--- src/include/slg_pkg.sv ---
// ============================================================
// Overview of operation
// - every word read from ram, rom or nvm is checked against its stored error detection code and a mismatch is flagged as an integrity error.
// - a single-bit error in an nvm word is corrected in hardware and the corrected value is delivered.
// - an error of more than one bit is never corrected silently and raises an observable indication.
// - every loader request is refused until the host has completed mutual authentication.
// - the loader can be locked permanently and no later command clears the lock.
// - once locked, every loader access is denied even to an authenticated host.
// - an image is programmed only when its signature verified correctly, otherwise programming is rejected.
// - during authentication the device proves its own identity through the mutual authentication unit.
// - on parts without an activatable loader the loader and its authentication are deactivated and all requests are refused.
// - a loader request after deactivation never reads out or modifies stored user data.
`default_nettype none
package slg_pkg;
    // ============================================================
    // data word, address and code widths
    localparam int DATA_W = 32;
    localparam int CODE_W = 7;
    localparam int ADDR_W = 16;
    localparam int SYND_W = 6;
    // memory sources
    localparam logic [1:0] SRC_RAM = 2'h0;
    localparam logic [1:0] SRC_ROM = 2'h1;
    localparam logic [1:0] SRC_NVM = 2'h2;
    // loader commands
    localparam logic [1:0] CMD_READ = 2'h0;
    localparam logic [1:0] CMD_PROG = 2'h1;
    localparam logic [1:0] CMD_LOCK = 2'h2;
    // loader answer status
    localparam logic [2:0] ST_OK = 3'h0;
    localparam logic [2:0] ST_NOAUTH = 3'h1;
    localparam logic [2:0] ST_LOCKED = 3'h2;
    localparam logic [2:0] ST_BADSIG = 3'h3;
    localparam logic [2:0] ST_DISABLED = 3'h4;
    localparam logic [2:0] ST_BADCMD = 3'h5;
    // ============================================================
    // host loader request
    typedef struct packed {
        logic [1:0] cmd;
        logic [ADDR_W-1:0] addr;
        logic [DATA_W-1:0] data;
        logic sig_ok;
    } slg_req_t;
    // loader answer
    typedef struct packed {
        logic [2:0] status;
        logic [DATA_W-1:0] data;
    } slg_rsp_t;
    // memory word with its code
    typedef struct packed {
        logic [1:0] src;
        logic [DATA_W-1:0] data;
        logic [CODE_W-1:0] code;
    } slg_word_t;
    // checked word result
    typedef struct packed {
        logic [DATA_W-1:0] data;
        logic err;
        logic corrected;
        logic multi;
    } slg_chk_t;
endpackage
`default_nettype wire

--- src/rtl/slg_gate.sv ---
`default_nettype none
module slg_gate (
    input wire logic core_clk,
    input wire logic reset,
    // part straps and non-volatile lock
    input wire logic loader_fitted,
    input wire logic nvm_lock_bit,
    output logic nvm_lock_write,
    // mutual authentication unit
    input wire logic auth_pass,
    input wire logic auth_fail,
    input wire logic auth_proof_valid,
    output logic auth_enable,
    output logic auth_prove,
    // host loader request and answer
    input wire logic req_valid,
    input wire slg_pkg::slg_req_t req,
    output logic rsp_valid,
    output slg_pkg::slg_rsp_t rsp,
    // memory port toward the nvm
    output logic mem_rd,
    output logic mem_wr,
    output logic [slg_pkg::ADDR_W-1:0] mem_addr,
    output logic [slg_pkg::DATA_W-1:0] mem_wdata,
    // integrity checking of stored words
    input wire logic word_valid,
    input wire slg_pkg::slg_word_t word,
    output logic chk_valid,
    output slg_pkg::slg_chk_t chk,
    output logic integrity_err,
    output logic multi_bit_err
);
    // ============================================================
    // access state
    typedef enum logic [1:0] {
        SLG_IDLE = 2'b00,
        SLG_AUTHED = 2'b01,
        SLG_LOCKED = 2'b10,
        SLG_OFF = 2'b11
    } slg_state_t;
    slg_state_t state;
    slg_state_t next_state;
    logic sampled;
    // ============================================================
    // state walk; the lock is sampled on the first cycle after reset
    always_comb begin
        next_state = state;
        unique case (state)
            SLG_IDLE: begin
                if (auth_pass && auth_proof_valid) begin
                    next_state = SLG_AUTHED;
                end
            end
            SLG_AUTHED: begin
                if (auth_fail) begin
                    next_state = SLG_IDLE;
                end
            end
            SLG_LOCKED: next_state = SLG_LOCKED;
            SLG_OFF: next_state = SLG_OFF;
        endcase
        if (!sampled) begin
            if (!loader_fitted) begin
                next_state = SLG_OFF;
            end else if (nvm_lock_bit) begin
                next_state = SLG_LOCKED;
            end else begin
                next_state = SLG_IDLE;
            end
        end else if (state == SLG_AUTHED && req_valid && req.cmd == slg_pkg::CMD_LOCK) begin
            next_state = SLG_LOCKED;
        end
    end
    always_ff @(posedge core_clk) begin
        if (reset) begin
            state <= SLG_OFF;
            sampled <= 1'b0;
        end else begin
            state <= next_state;
            sampled <= 1'b1;
        end
    end
    // authentication unit only runs while the loader can still be used
    always_ff @(posedge core_clk) begin
        if (reset) begin
            auth_enable <= 1'b0;
            auth_prove <= 1'b0;
        end else begin
            auth_enable <= sampled && next_state == SLG_IDLE;
            auth_prove <= sampled && next_state == SLG_IDLE;
        end
    end
    // ============================================================
    // loader request decode
    logic grant;
    logic [2:0] next_status;
    always_comb begin
        grant = 1'b0;
        next_status = slg_pkg::ST_OK;
        if (!sampled || state == SLG_OFF) begin
            next_status = slg_pkg::ST_DISABLED;
        end else if (state == SLG_LOCKED) begin
            next_status = slg_pkg::ST_LOCKED;
        end else if (state != SLG_AUTHED) begin
            next_status = slg_pkg::ST_NOAUTH;
        end else if (req.cmd == slg_pkg::CMD_PROG && !req.sig_ok) begin
            next_status = slg_pkg::ST_BADSIG;
        end else if (req.cmd == 2'h3) begin
            next_status = slg_pkg::ST_BADCMD;
        end else begin
            grant = 1'b1;
        end
    end
    // memory strobes only on granted requests
    always_ff @(posedge core_clk) begin
        if (reset) begin
            mem_rd <= 1'b0;
            mem_wr <= 1'b0;
            mem_addr <= '0;
            mem_wdata <= '0;
            nvm_lock_write <= 1'b0;
        end else begin
            mem_rd <= req_valid && grant && req.cmd == slg_pkg::CMD_READ;
            mem_wr <= req_valid && grant && req.cmd == slg_pkg::CMD_PROG;
            nvm_lock_write <= req_valid && grant && req.cmd == slg_pkg::CMD_LOCK;
            if (req_valid && grant) begin
                mem_addr <= req.addr;
                mem_wdata <= req.data;
            end
        end
    end
    // one answer per request, one cycle after it
    always_ff @(posedge core_clk) begin
        if (reset) begin
            rsp_valid <= 1'b0;
            rsp <= '0;
        end else begin
            rsp_valid <= req_valid;
            if (req_valid) begin
                rsp.status <= next_status;
                rsp.data <= '0;
            end
        end
    end
    // ============================================================
    // hamming secded check: code[5:0] are position parities, code[6] overall
    localparam int SYND_W_L = slg_pkg::SYND_W;
    logic [SYND_W_L-1:0] synd;
    logic synd_hit;
    logic [slg_pkg::DATA_W-1:0] fixed;
    logic overall;
    logic [5:0] pos [slg_pkg::DATA_W];
    genvar gi;
    generate
        for (gi = 0; gi < slg_pkg::DATA_W; gi++) begin : g_pos
            // data bit gi sits at a non power of two hamming position
            assign pos[gi] = 6'(gi + 3 + ((gi >= 1) ? 1 : 0) + ((gi >= 4) ? 1 : 0) + ((gi >= 11) ? 1 : 0)
                + ((gi >= 26) ? 1 : 0));
        end
    endgenerate
    always_comb begin
        synd = word.code[5:0];
        overall = ^{word.data, word.code};
        for (int i = 0; i < slg_pkg::DATA_W; i++) begin
            if (word.data[i]) begin
                synd = synd ^ pos[i];
            end
        end
        // a syndrome that names no bit position can only come from several flips
        synd_hit = (synd & (synd - 6'h1)) == '0;
        for (int i = 0; i < slg_pkg::DATA_W; i++) begin
            if (synd == pos[i]) begin
                synd_hit = 1'b1;
            end
        end
        fixed = word.data;
        for (int i = 0; i < slg_pkg::DATA_W; i++) begin
            if (synd == pos[i] && overall && word.src == slg_pkg::SRC_NVM) begin
                fixed[i] = ~word.data[i];
            end
        end
    end
    logic single;
    logic multi;
    // odd parity with a known position is one flip, any other non-zero syndrome is several
    assign single = overall && synd_hit;
    assign multi = synd != '0 && !single;
    // checked word output and sticky-free event flags
    always_ff @(posedge core_clk) begin
        if (reset) begin
            chk_valid <= 1'b0;
            chk <= '0;
            integrity_err <= 1'b0;
            multi_bit_err <= 1'b0;
        end else begin
            chk_valid <= word_valid;
            integrity_err <= word_valid && (single || multi);
            multi_bit_err <= word_valid && (multi || (single && word.src != slg_pkg::SRC_NVM));
            if (word_valid) begin
                chk.data <= fixed;
                chk.err <= single || multi;
                chk.corrected <= single && word.src == slg_pkg::SRC_NVM;
                chk.multi <= multi;
            end
        end
    end
    // ============================================================
    // checks
    a_lock_sticky: assert property (@(posedge core_clk) disable iff (reset)
        state == SLG_LOCKED |=> state == SLG_LOCKED) else $error("lock was cleared");
    a_locked_deny: assert property (@(posedge core_clk) disable iff (reset)
        req_valid && state == SLG_LOCKED && sampled |=> rsp.status == slg_pkg::ST_LOCKED && !mem_wr && !mem_rd)
        else $error("locked loader granted access");
    a_noauth_deny: assert property (@(posedge core_clk) disable iff (reset)
        req_valid && state == SLG_IDLE && sampled |=> rsp.status == slg_pkg::ST_NOAUTH && !mem_wr)
        else $error("unauthenticated request granted");
    a_badsig_reject: assert property (@(posedge core_clk) disable iff (reset)
        req_valid && req.cmd == slg_pkg::CMD_PROG && !req.sig_ok |=> !mem_wr)
        else $error("unsigned image programmed");
    a_off_dead: assert property (@(posedge core_clk) disable iff (reset)
        state == SLG_OFF && sampled |=> state == SLG_OFF && !auth_enable) else $error("disabled loader revived");
    a_off_nomem: assert property (@(posedge core_clk) disable iff (reset)
        $past(state) == SLG_OFF |-> !mem_rd && !mem_wr) else $error("disabled loader touched memory");
    a_err_flag: assert property (@(posedge core_clk) disable iff (reset)
        word_valid && (single || multi) |=> integrity_err && chk.err) else $error("integrity error missed");
    a_multi_flag: assert property (@(posedge core_clk) disable iff (reset)
        word_valid && multi |=> multi_bit_err && !chk.corrected) else $error("multi bit error hidden");
    a_nvm_fix: assert property (@(posedge core_clk) disable iff (reset)
        word_valid && single && word.src == slg_pkg::SRC_NVM |=> chk.corrected && !multi_bit_err)
        else $error("nvm single error not corrected");
    a_lock_sample: assert property (@(posedge core_clk)
        $rose(sampled) && $past(nvm_lock_bit) && $past(loader_fitted) |-> state == SLG_LOCKED)
        else $error("stored lock not honoured");
    // a locked part read back from the lock cell goes straight to locked
    a_lock_first: assert property (@(posedge core_clk) disable iff (reset)
        !sampled && loader_fitted && nvm_lock_bit |=> state == SLG_LOCKED)
        else $error("stored lock missed at start");
    // a part without loader stays dead from the first cycle on
    a_off_first: assert property (@(posedge core_clk) disable iff (reset)
        !sampled && !loader_fitted |=> state == SLG_OFF && !auth_enable)
        else $error("loader alive on part without loader");
    // requests before the straps are read never reach memory
    a_unsampled_deny: assert property (@(posedge core_clk) disable iff (reset)
        req_valid && !sampled |=> rsp.status == slg_pkg::ST_DISABLED && !mem_rd && !mem_wr)
        else $error("request served before straps were read");
    // ============================================================
    // access control checks
    // a proof that the host does not accept leaves the loader closed
    a_auth_proof: assert property (@(posedge core_clk) disable iff (reset)
        sampled && state == SLG_IDLE && auth_pass && !auth_proof_valid |=> state == SLG_IDLE)
        else $error("loader opened without device proof");
    // the authenticated state is only reached through a passed exchange
    a_auth_gate: assert property (@(posedge core_clk) disable iff (reset)
        sampled && state != SLG_AUTHED && !(state == SLG_IDLE && auth_pass && auth_proof_valid)
        |=> state != SLG_AUTHED)
        else $error("loader opened without authentication");
    // every memory or lock strobe comes from a request taken while authenticated
    a_strobe_authed: assert property (@(posedge core_clk) disable iff (reset)
        mem_rd || mem_wr || nvm_lock_write |-> $past(state) == SLG_AUTHED)
        else $error("memory strobe outside authenticated state");
    // the lock cell is written only together with the move into locked
    a_lock_cell: assert property (@(posedge core_clk) disable iff (reset)
        nvm_lock_write |-> state == SLG_LOCKED)
        else $error("lock written without locking");
    // the device offers its proof only while the loader waits for a host
    a_prove_idle: assert property (@(posedge core_clk) disable iff (reset)
        auth_prove |-> state == SLG_IDLE && auth_enable)
        else $error("device proof offered outside idle");
    // a locked loader keeps the authentication unit asleep
    a_locked_quiet: assert property (@(posedge core_clk) disable iff (reset)
        state == SLG_LOCKED |-> !auth_enable && !auth_prove)
        else $error("locked loader still authenticating");
    // a dead loader answers disabled and never writes the lock cell
    a_off_status: assert property (@(posedge core_clk) disable iff (reset)
        req_valid && sampled && state == SLG_OFF |=> rsp.status == slg_pkg::ST_DISABLED && !nvm_lock_write)
        else $error("disabled loader answered");
    // a program request with a failed signature is reported as such
    a_badsig_status: assert property (@(posedge core_clk) disable iff (reset)
        req_valid && sampled && state == SLG_AUTHED && req.cmd == slg_pkg::CMD_PROG && !req.sig_ok
        |=> rsp.status == slg_pkg::ST_BADSIG)
        else $error("unsigned image not reported");
    // every request is answered on the next cycle
    a_rsp_follows: assert property (@(posedge core_clk) disable iff (reset)
        req_valid |=> rsp_valid)
        else $error("request left unanswered");
    // ============================================================
    // integrity checks
    // a clean word passes unchanged and raises nothing
    a_clean_pass: assert property (@(posedge core_clk) disable iff (reset)
        word_valid && synd == '0 && !overall |=> !integrity_err && !chk.err && chk.data == $past(word.data))
        else $error("clean word flagged or altered");
    // ram and rom words are never rewritten by the corrector
    a_ram_untouched: assert property (@(posedge core_clk) disable iff (reset)
        word_valid && word.src != slg_pkg::SRC_NVM |=> !chk.corrected && chk.data == $past(word.data))
        else $error("ram or rom word rewritten");
    // several flipped bits are passed on as read, never patched
    a_multi_keep: assert property (@(posedge core_clk) disable iff (reset)
        word_valid && multi |=> chk.data == $past(word.data) && chk.err)
        else $error("multi bit error silently patched");
    // ============================================================
    // scenario covers
    c_auth: cover property (@(posedge core_clk) state == SLG_IDLE ##1 state == SLG_AUTHED);
    c_prog: cover property (@(posedge core_clk) mem_wr);
    c_lock: cover property (@(posedge core_clk) state == SLG_AUTHED ##1 state == SLG_LOCKED);
    c_fix: cover property (@(posedge core_clk) chk_valid && chk.corrected);
    c_multi: cover property (@(posedge core_clk) chk_valid && chk.multi);
endmodule
`default_nettype wire

--- config.mk ---
export PLATFORM = sky130hd
export DESIGN_NAME = slg_gate
export DESIGN_NICKNAME = d
export VERILOG_FILES = /design/src/include/slg_pkg.sv /design/src/rtl/slg_gate.sv
export SDC_FILE = /design/constraint.sdc
export NUM_CORES = 1
export LEC_CHECK = 0
export BUFFER_PORTS_ARGS = -buffer_cell sky130_fd_sc_hd__buf_2
export CORE_ASPECT_RATIO = 2
export CORE_MARGIN = 3
export CORE_UTILIZATION = 40
export CTS_CLUSTER_DIAMETER = 50
export DETAILED_ROUTE_END_ITERATION = 8
export MAX_ROUTING_LAYER = met4
export PLACE_DENSITY = 0.79
export RECOVER_POWER = 25
export SYNTH_ARGS = -nofsm -noshare
export SYNTH_HDL_FRONTEND = slang
export SYNTH_SLANG_ARGS = --single-unit
--- constraint.sdc ---
create_clock -name core_clk -period 8.4 [get_ports core_clk]
set_clock_uncertainty 0.1 [all_clocks]
set_input_delay 0.42 -clock core_clk [delete_from_list [all_inputs] [get_ports core_clk]]
set_output_delay 0.42 -clock core_clk [all_outputs]
set_load 0.02 [all_outputs]
# Yosys cells after proc, flatten, opt, wreduce, memory -nomap -nowiden
# Index checks and enable logic that the tools add are counted.
[op_classes]
add_sub_neg = 1
n_shift = 0
eq_ne = 41
div_mod_pow = 0
mux = 114
mul = 0
bitwise_logic = 65
n_reduce_logical = 91
n_lt_le_gt_ge = 0
[op_table]
columns = ["cell", "n"]
rows = [
  ["6-bit by 5-bit equality test with 1-bit output, second input constant", 15],
  ["1-bit logical AND", 79],
  ["5-bit 2-to-1 mux", 15],
  ["1-bit 2-to-1 mux", 70],
  ["6-bit by 4-bit equality test with 1-bit output, second input constant", 7],
  ["3-bit NOT", 13],
  ["39-bit parity", 1],
  ["6-bit equality test, second input constant", 6],
  ["6-bit 2-to-1 mux", 6],
  ["1-bit NOT", 32],
  ["4-bit 2-to-1 mux", 7],
  ["2-bit NOT", 13],
  ["3-bit 2-to-1 mux", 8],
  ["4-bit NOT", 5],
  ["6-bit by 3-bit equality test with 1-bit output, second input constant", 3],
  ["2-bit 2-to-1 mux", 7],
  ["2-bit equality test, second input constant", 5],
  ["2-bit case mux with 4 select lines", 1],
  ["6-bit bitwise AND", 1],
  ["6-bit by 2-bit equality test with 1-bit output, second input constant", 1],
  ["2-bit logical NOT", 3],
  ["6-bit logical NOT", 1],
  ["6-bit nonzero test", 1],
  ["6-bit by 1-bit subtractor with 6-bit output, second input constant", 1],
  ["other kinds (6)", 11],
]
[totals]
mem_bits_rw = 0
rom_bits = 0
output_inout_bits = 127
latch_bits = 0
reg_bits = 97
word_cells = 329
in_bits = 101
memories = 0

# Logic depth before layout (Yosys ltp)
[depth]
word_depth = 104
depth_mapped = 10
mapped_depth_nobuf = 9

# Worst setup path after synthesis
# Ideal clock, no wire load.
[synth_path]
kind = "input-to-reg"
from = "input port word[10] (netlist name)"
to = "register chk[32] (netlist name)"
arrival_ns = 3.035
n_path_buf = 1
setup_time_ns = 0.086
slack_ns = 5.179
t_required_ns = 8.214
stages = 10
path_cell_list = "xor3_1 > xnor3_2 > xor3_1 > xnor3_2 > nor2_2 > and3_1 > buf_2 > nand4_1 > xor2_1 > a211oi_1"
[synth_via]
elab_chain_len = 48
word_cells_on_any_way = 61
classes_between = "eq/ne: 1; mux: 30; bitwise: 27; reduce/logical: 3"
[synth_rtl]
columns = ["item", "line", "rtl"]
rows = [
  ["start, declared", "slg_gate.sv:27", "input wire slg_pkg::slg_word_t word,"],
  ["3-bit 2-to-1 mux", "slg_gate.sv:165", "if (word.data[i]) begin"],
  ["2-bit NOT (no source line) or 4-bit 2-to-1 mux (tied branches)", "-", ""],
  ["4-bit 2-to-1 mux or 2-bit NOT (tied branches)", "-", ""],
  ["4-bit 2-to-1 mux", "slg_gate.sv:165", ""],
  ["3-bit NOT (no source line) or 2-bit NOT (tied branches)", "-", ""],
  ["4-bit 2-to-1 mux", "slg_gate.sv:165", ""],
  ["4-bit 2-to-1 mux or 3-bit NOT (tied branches)", "-", ""],
  ["3-bit NOT (no source line) or 4-bit 2-to-1 mux (tied branches)", "-", ""],
  ["[... 31 more ...]", "-", ""],
  ["6-bit 2-to-1 mux", "slg_gate.sv:165", ""],
  ["6-bit 2-to-1 mux or 3-bit NOT (tied branches)", "-", ""],
  ["3-bit NOT (no source line) or 6-bit 2-to-1 mux (tied branches)", "-", ""],
  ["6-bit 2-to-1 mux or 3-bit NOT (tied branches)", "-", ""],
  ["6-bit 2-to-1 mux", "slg_gate.sv:165", ""],
  ["6-bit equality test", "slg_gate.sv:178", "if (synd == pos[i] && overall && word.src == slg_pkg::SRC_NVM) begin"],
  ["1-bit logical AND (*) (2 in a row)", "slg_gate.sv:178", ""],
  ["1-bit 2-to-1 mux (*)", "slg_gate.sv:178", ""],
  ["end, declared", "slg_gate.sv:29", "output slg_pkg::slg_chk_t chk,"],
]
# Mark *: on every way between the ends. The rest lies on a longest branch, timed or not.
# A chain may end at the register's enable or synchronous reset.

==> flow_summary.toml <==
[routing]
avgViaCountPerCell = 4.991
drc = 0
firstDrtPassIters = 4
wl_per_cell_um = 16.46
antenna_left = 0
drt-initial-drc-count = 174
finalWirelength_um = 15260
routed-via-count = 4627

[synth]
synth_enable_flop_cells = 0
yosysSeqAreaShare = 0.3776
netlist_top_cells_area = "dfxtp_1 38%, nand2_1 9.1%, xnor2_1 8.9%, xnor3_1 7.0%, a21oi_1 5.2%"
synth.distinct_cells = 50
postSynthAreaPerCell_um2 = 8.628
ys_ff_latch = 97
synthArstFlopShare = 0
yosysTopAreaCell = "dfxtp_1"
synth_top_area_frac = 0.3776
yosys_warnings = 0
synth_flop_cell = "dfxtp_1"
synth_area_um2 = 5142
syn_inst = 596

[critical_path]
worst_setup_path_end_kind = "flip-flop"
crit_arrival_ns = 4.42
cp-start-kind = "input pin"
cp_max_fo = 92
critPathKind = "in -> reg"
required_ns = 8.51

[timing]
hold_ws_ns = 0.2164
hold_viol = 0
post-route-period-util = 0.5127
rsz0062_at_grt = "false"
drv_slew = 93
worstMarginPinSlew_ns = 4.029
tns_ns = 0
layout_min_cycle_time_ns = 4.306
finalSetupViolCount = 0
max_freq_mhz = 232.2
relSlewSlack = -1.686

[layout]
final_common_cell = "buf_2"
final_cell_mix = "151 x buf_2, 124 x nand2_1, 97 x dfxtp_1, 56 x nor2_1, 53 x a21oi_1"
drive_gt1_frac = 0.2268
area.growth.synth_to_final_pct = 22.65
final_util = 0.5024
n_fill_cell = 1257
fin_area_um2 = 6307
final_cells = 927
fin_nets = 872

[cts]
clk_path_buf_depth = 2
cts_tree = "built"
clk_latency_ns = 0.33
cts_sinks = 97
h-tree-depth = 3
cts_buffers = 9
post_cts_buffers = 0
ctsHoldBuffers = 0
clock_tree.root_cell = "clkbuf_16"
clkTransAtPathRegs_ns = 0.07
cts_resized = 0

[floorplanning]
die_y_um = 166.4
initial_core_util = 0.4096
io_pins = 228
num_rows = 58
die_area_um2 = 14340
dieWidth_um = 86.18
coreArea_um2 = 12550

[grt]
grt_overflow_total = 0
grtUsageTotal = 0.2095
grt_antenna_before_repair = 1
first_global_vias = 4369
grt_pass1_wl_um = 22490
grt_max_degree = 93

[place]
portBuffers = 195
dp_hpwl_um = 11980
place_inst = 910
postPlaceCellArea_um2 = 6082
gp_congestion = 1.063

[status]
violations = "capacitance limit, slew limit"
status = "finished, violations left"

[hold_path]
hold_path.class = "in -> reg"

[pwr]
leakagePower_nw = 2.669
p_per_area_nw_per_um2 = 246.3
peakVddDrop_v = 0.0002606

[run]
maxCapViolations = 1
==> sequential cells by signal (all words and copies together) (netlist names) <==
name	flops
auth_prove	1
chk	35
chk_valid	1
integrity_err	1
mem_addr	16
mem_rd	1
mem_wdata	32
mem_wr	1
multi_bit_err	1
nvm_lock_write	1
rsp	3
rsp_valid	1
sampled	1
state	2
==> cell families after synthesis <==
group | count (synthesis) | share of synthesized area
buffers and inverters | 70 | 0.07543
DFF | 97 | 0.3776
other | 1 | 0.0007292
xor gates and xnor gates | 94 | 0.2204
and+or+nand+nor | 224 | 0.1898
AOI/OAI and AO/OA | 108 | 0.1319
muxes | 2 | 0.004136
==> per-layer routing <==
| layer | GRT usage | vias up | part of all wire |
|---|---|---|---|
| met4 | 0.1242 | 0 | 0.051 |
| met1 | 0.1853 | 2078 | 0.33 |
| met5 | - | - | 0 |
| li1 | - | 2289 | - |
| met2 | 0.3960 | 219 | 0.56 |
| met3 | 0.03476 | 41 | 0.063 |
==> worst max-delay path, cell delays in order <==
cell	delay, ns
buf_2	0.08
clkbuf_1	2.82
nor2b_1	0.56
nand2b_1	0.31
nand3b_1	0.15
a22oi_1	0.08
==> synth_stat cells (9+ instances only) <==
library cell  instances
nor2_1               56
nor3_1               11
a21oi_1              53
xor2_1               20
nand2_1             124
a211oi_1             35
dfxtp_1              97
xnor3_1              16
buf_4                33
clkbuf_1             28
xnor2_1              52
nand2b_1              9
==> final timing paths <==
check,slack (ns),cells after the start,to,startpoint
setup / recovery,4.09,6,multi_bit_err,reset
hold / removal,0.22,3,mem_wdata[11],req[12]
setup reg to reg,6.21,4,mem_wdata[17],state[0]
hold reg to reg,0.35,2,mem_addr[11],mem_addr[11]
==> area by class of cell <==
type / instances / area, µm² / area share
clock inverter: 5 / 38.79 / 0.006150
timing repair buffer: 197 / 932.1 / 0.1478
clock buffer: 11 / 242.7 / 0.03848
tap: 150 / 187.7 / 0.02976
inverter: 6 / 22.52 / 0.003571
multi-input combinational: 460 / 2939 / 0.4660
antenna: 1 / 2.502 / 0.0003967
sequential: 97 / 1942 / 0.3079
==> stage by stage <==
step	power (mW)	setup slack [ns]
final	1.554	4.094
after CTS	1.563	4.974
after global placement	1.171	4.619
after global routing	1.628	3.547
after floorplan	0.9937	5.179
after detailed placement	1.172	4.607
==> where the power goes <==
| group | switching [mW] | internal, mW |
|---|---|---|
| Sequential | 0.0126 | 0.485 |
| Clock | 0.172 | 0.211 |
| Combinational | 0.430 | 0.244 |
| Total | 0.615 | 0.939 |
(Power assumes the default switching activity.)
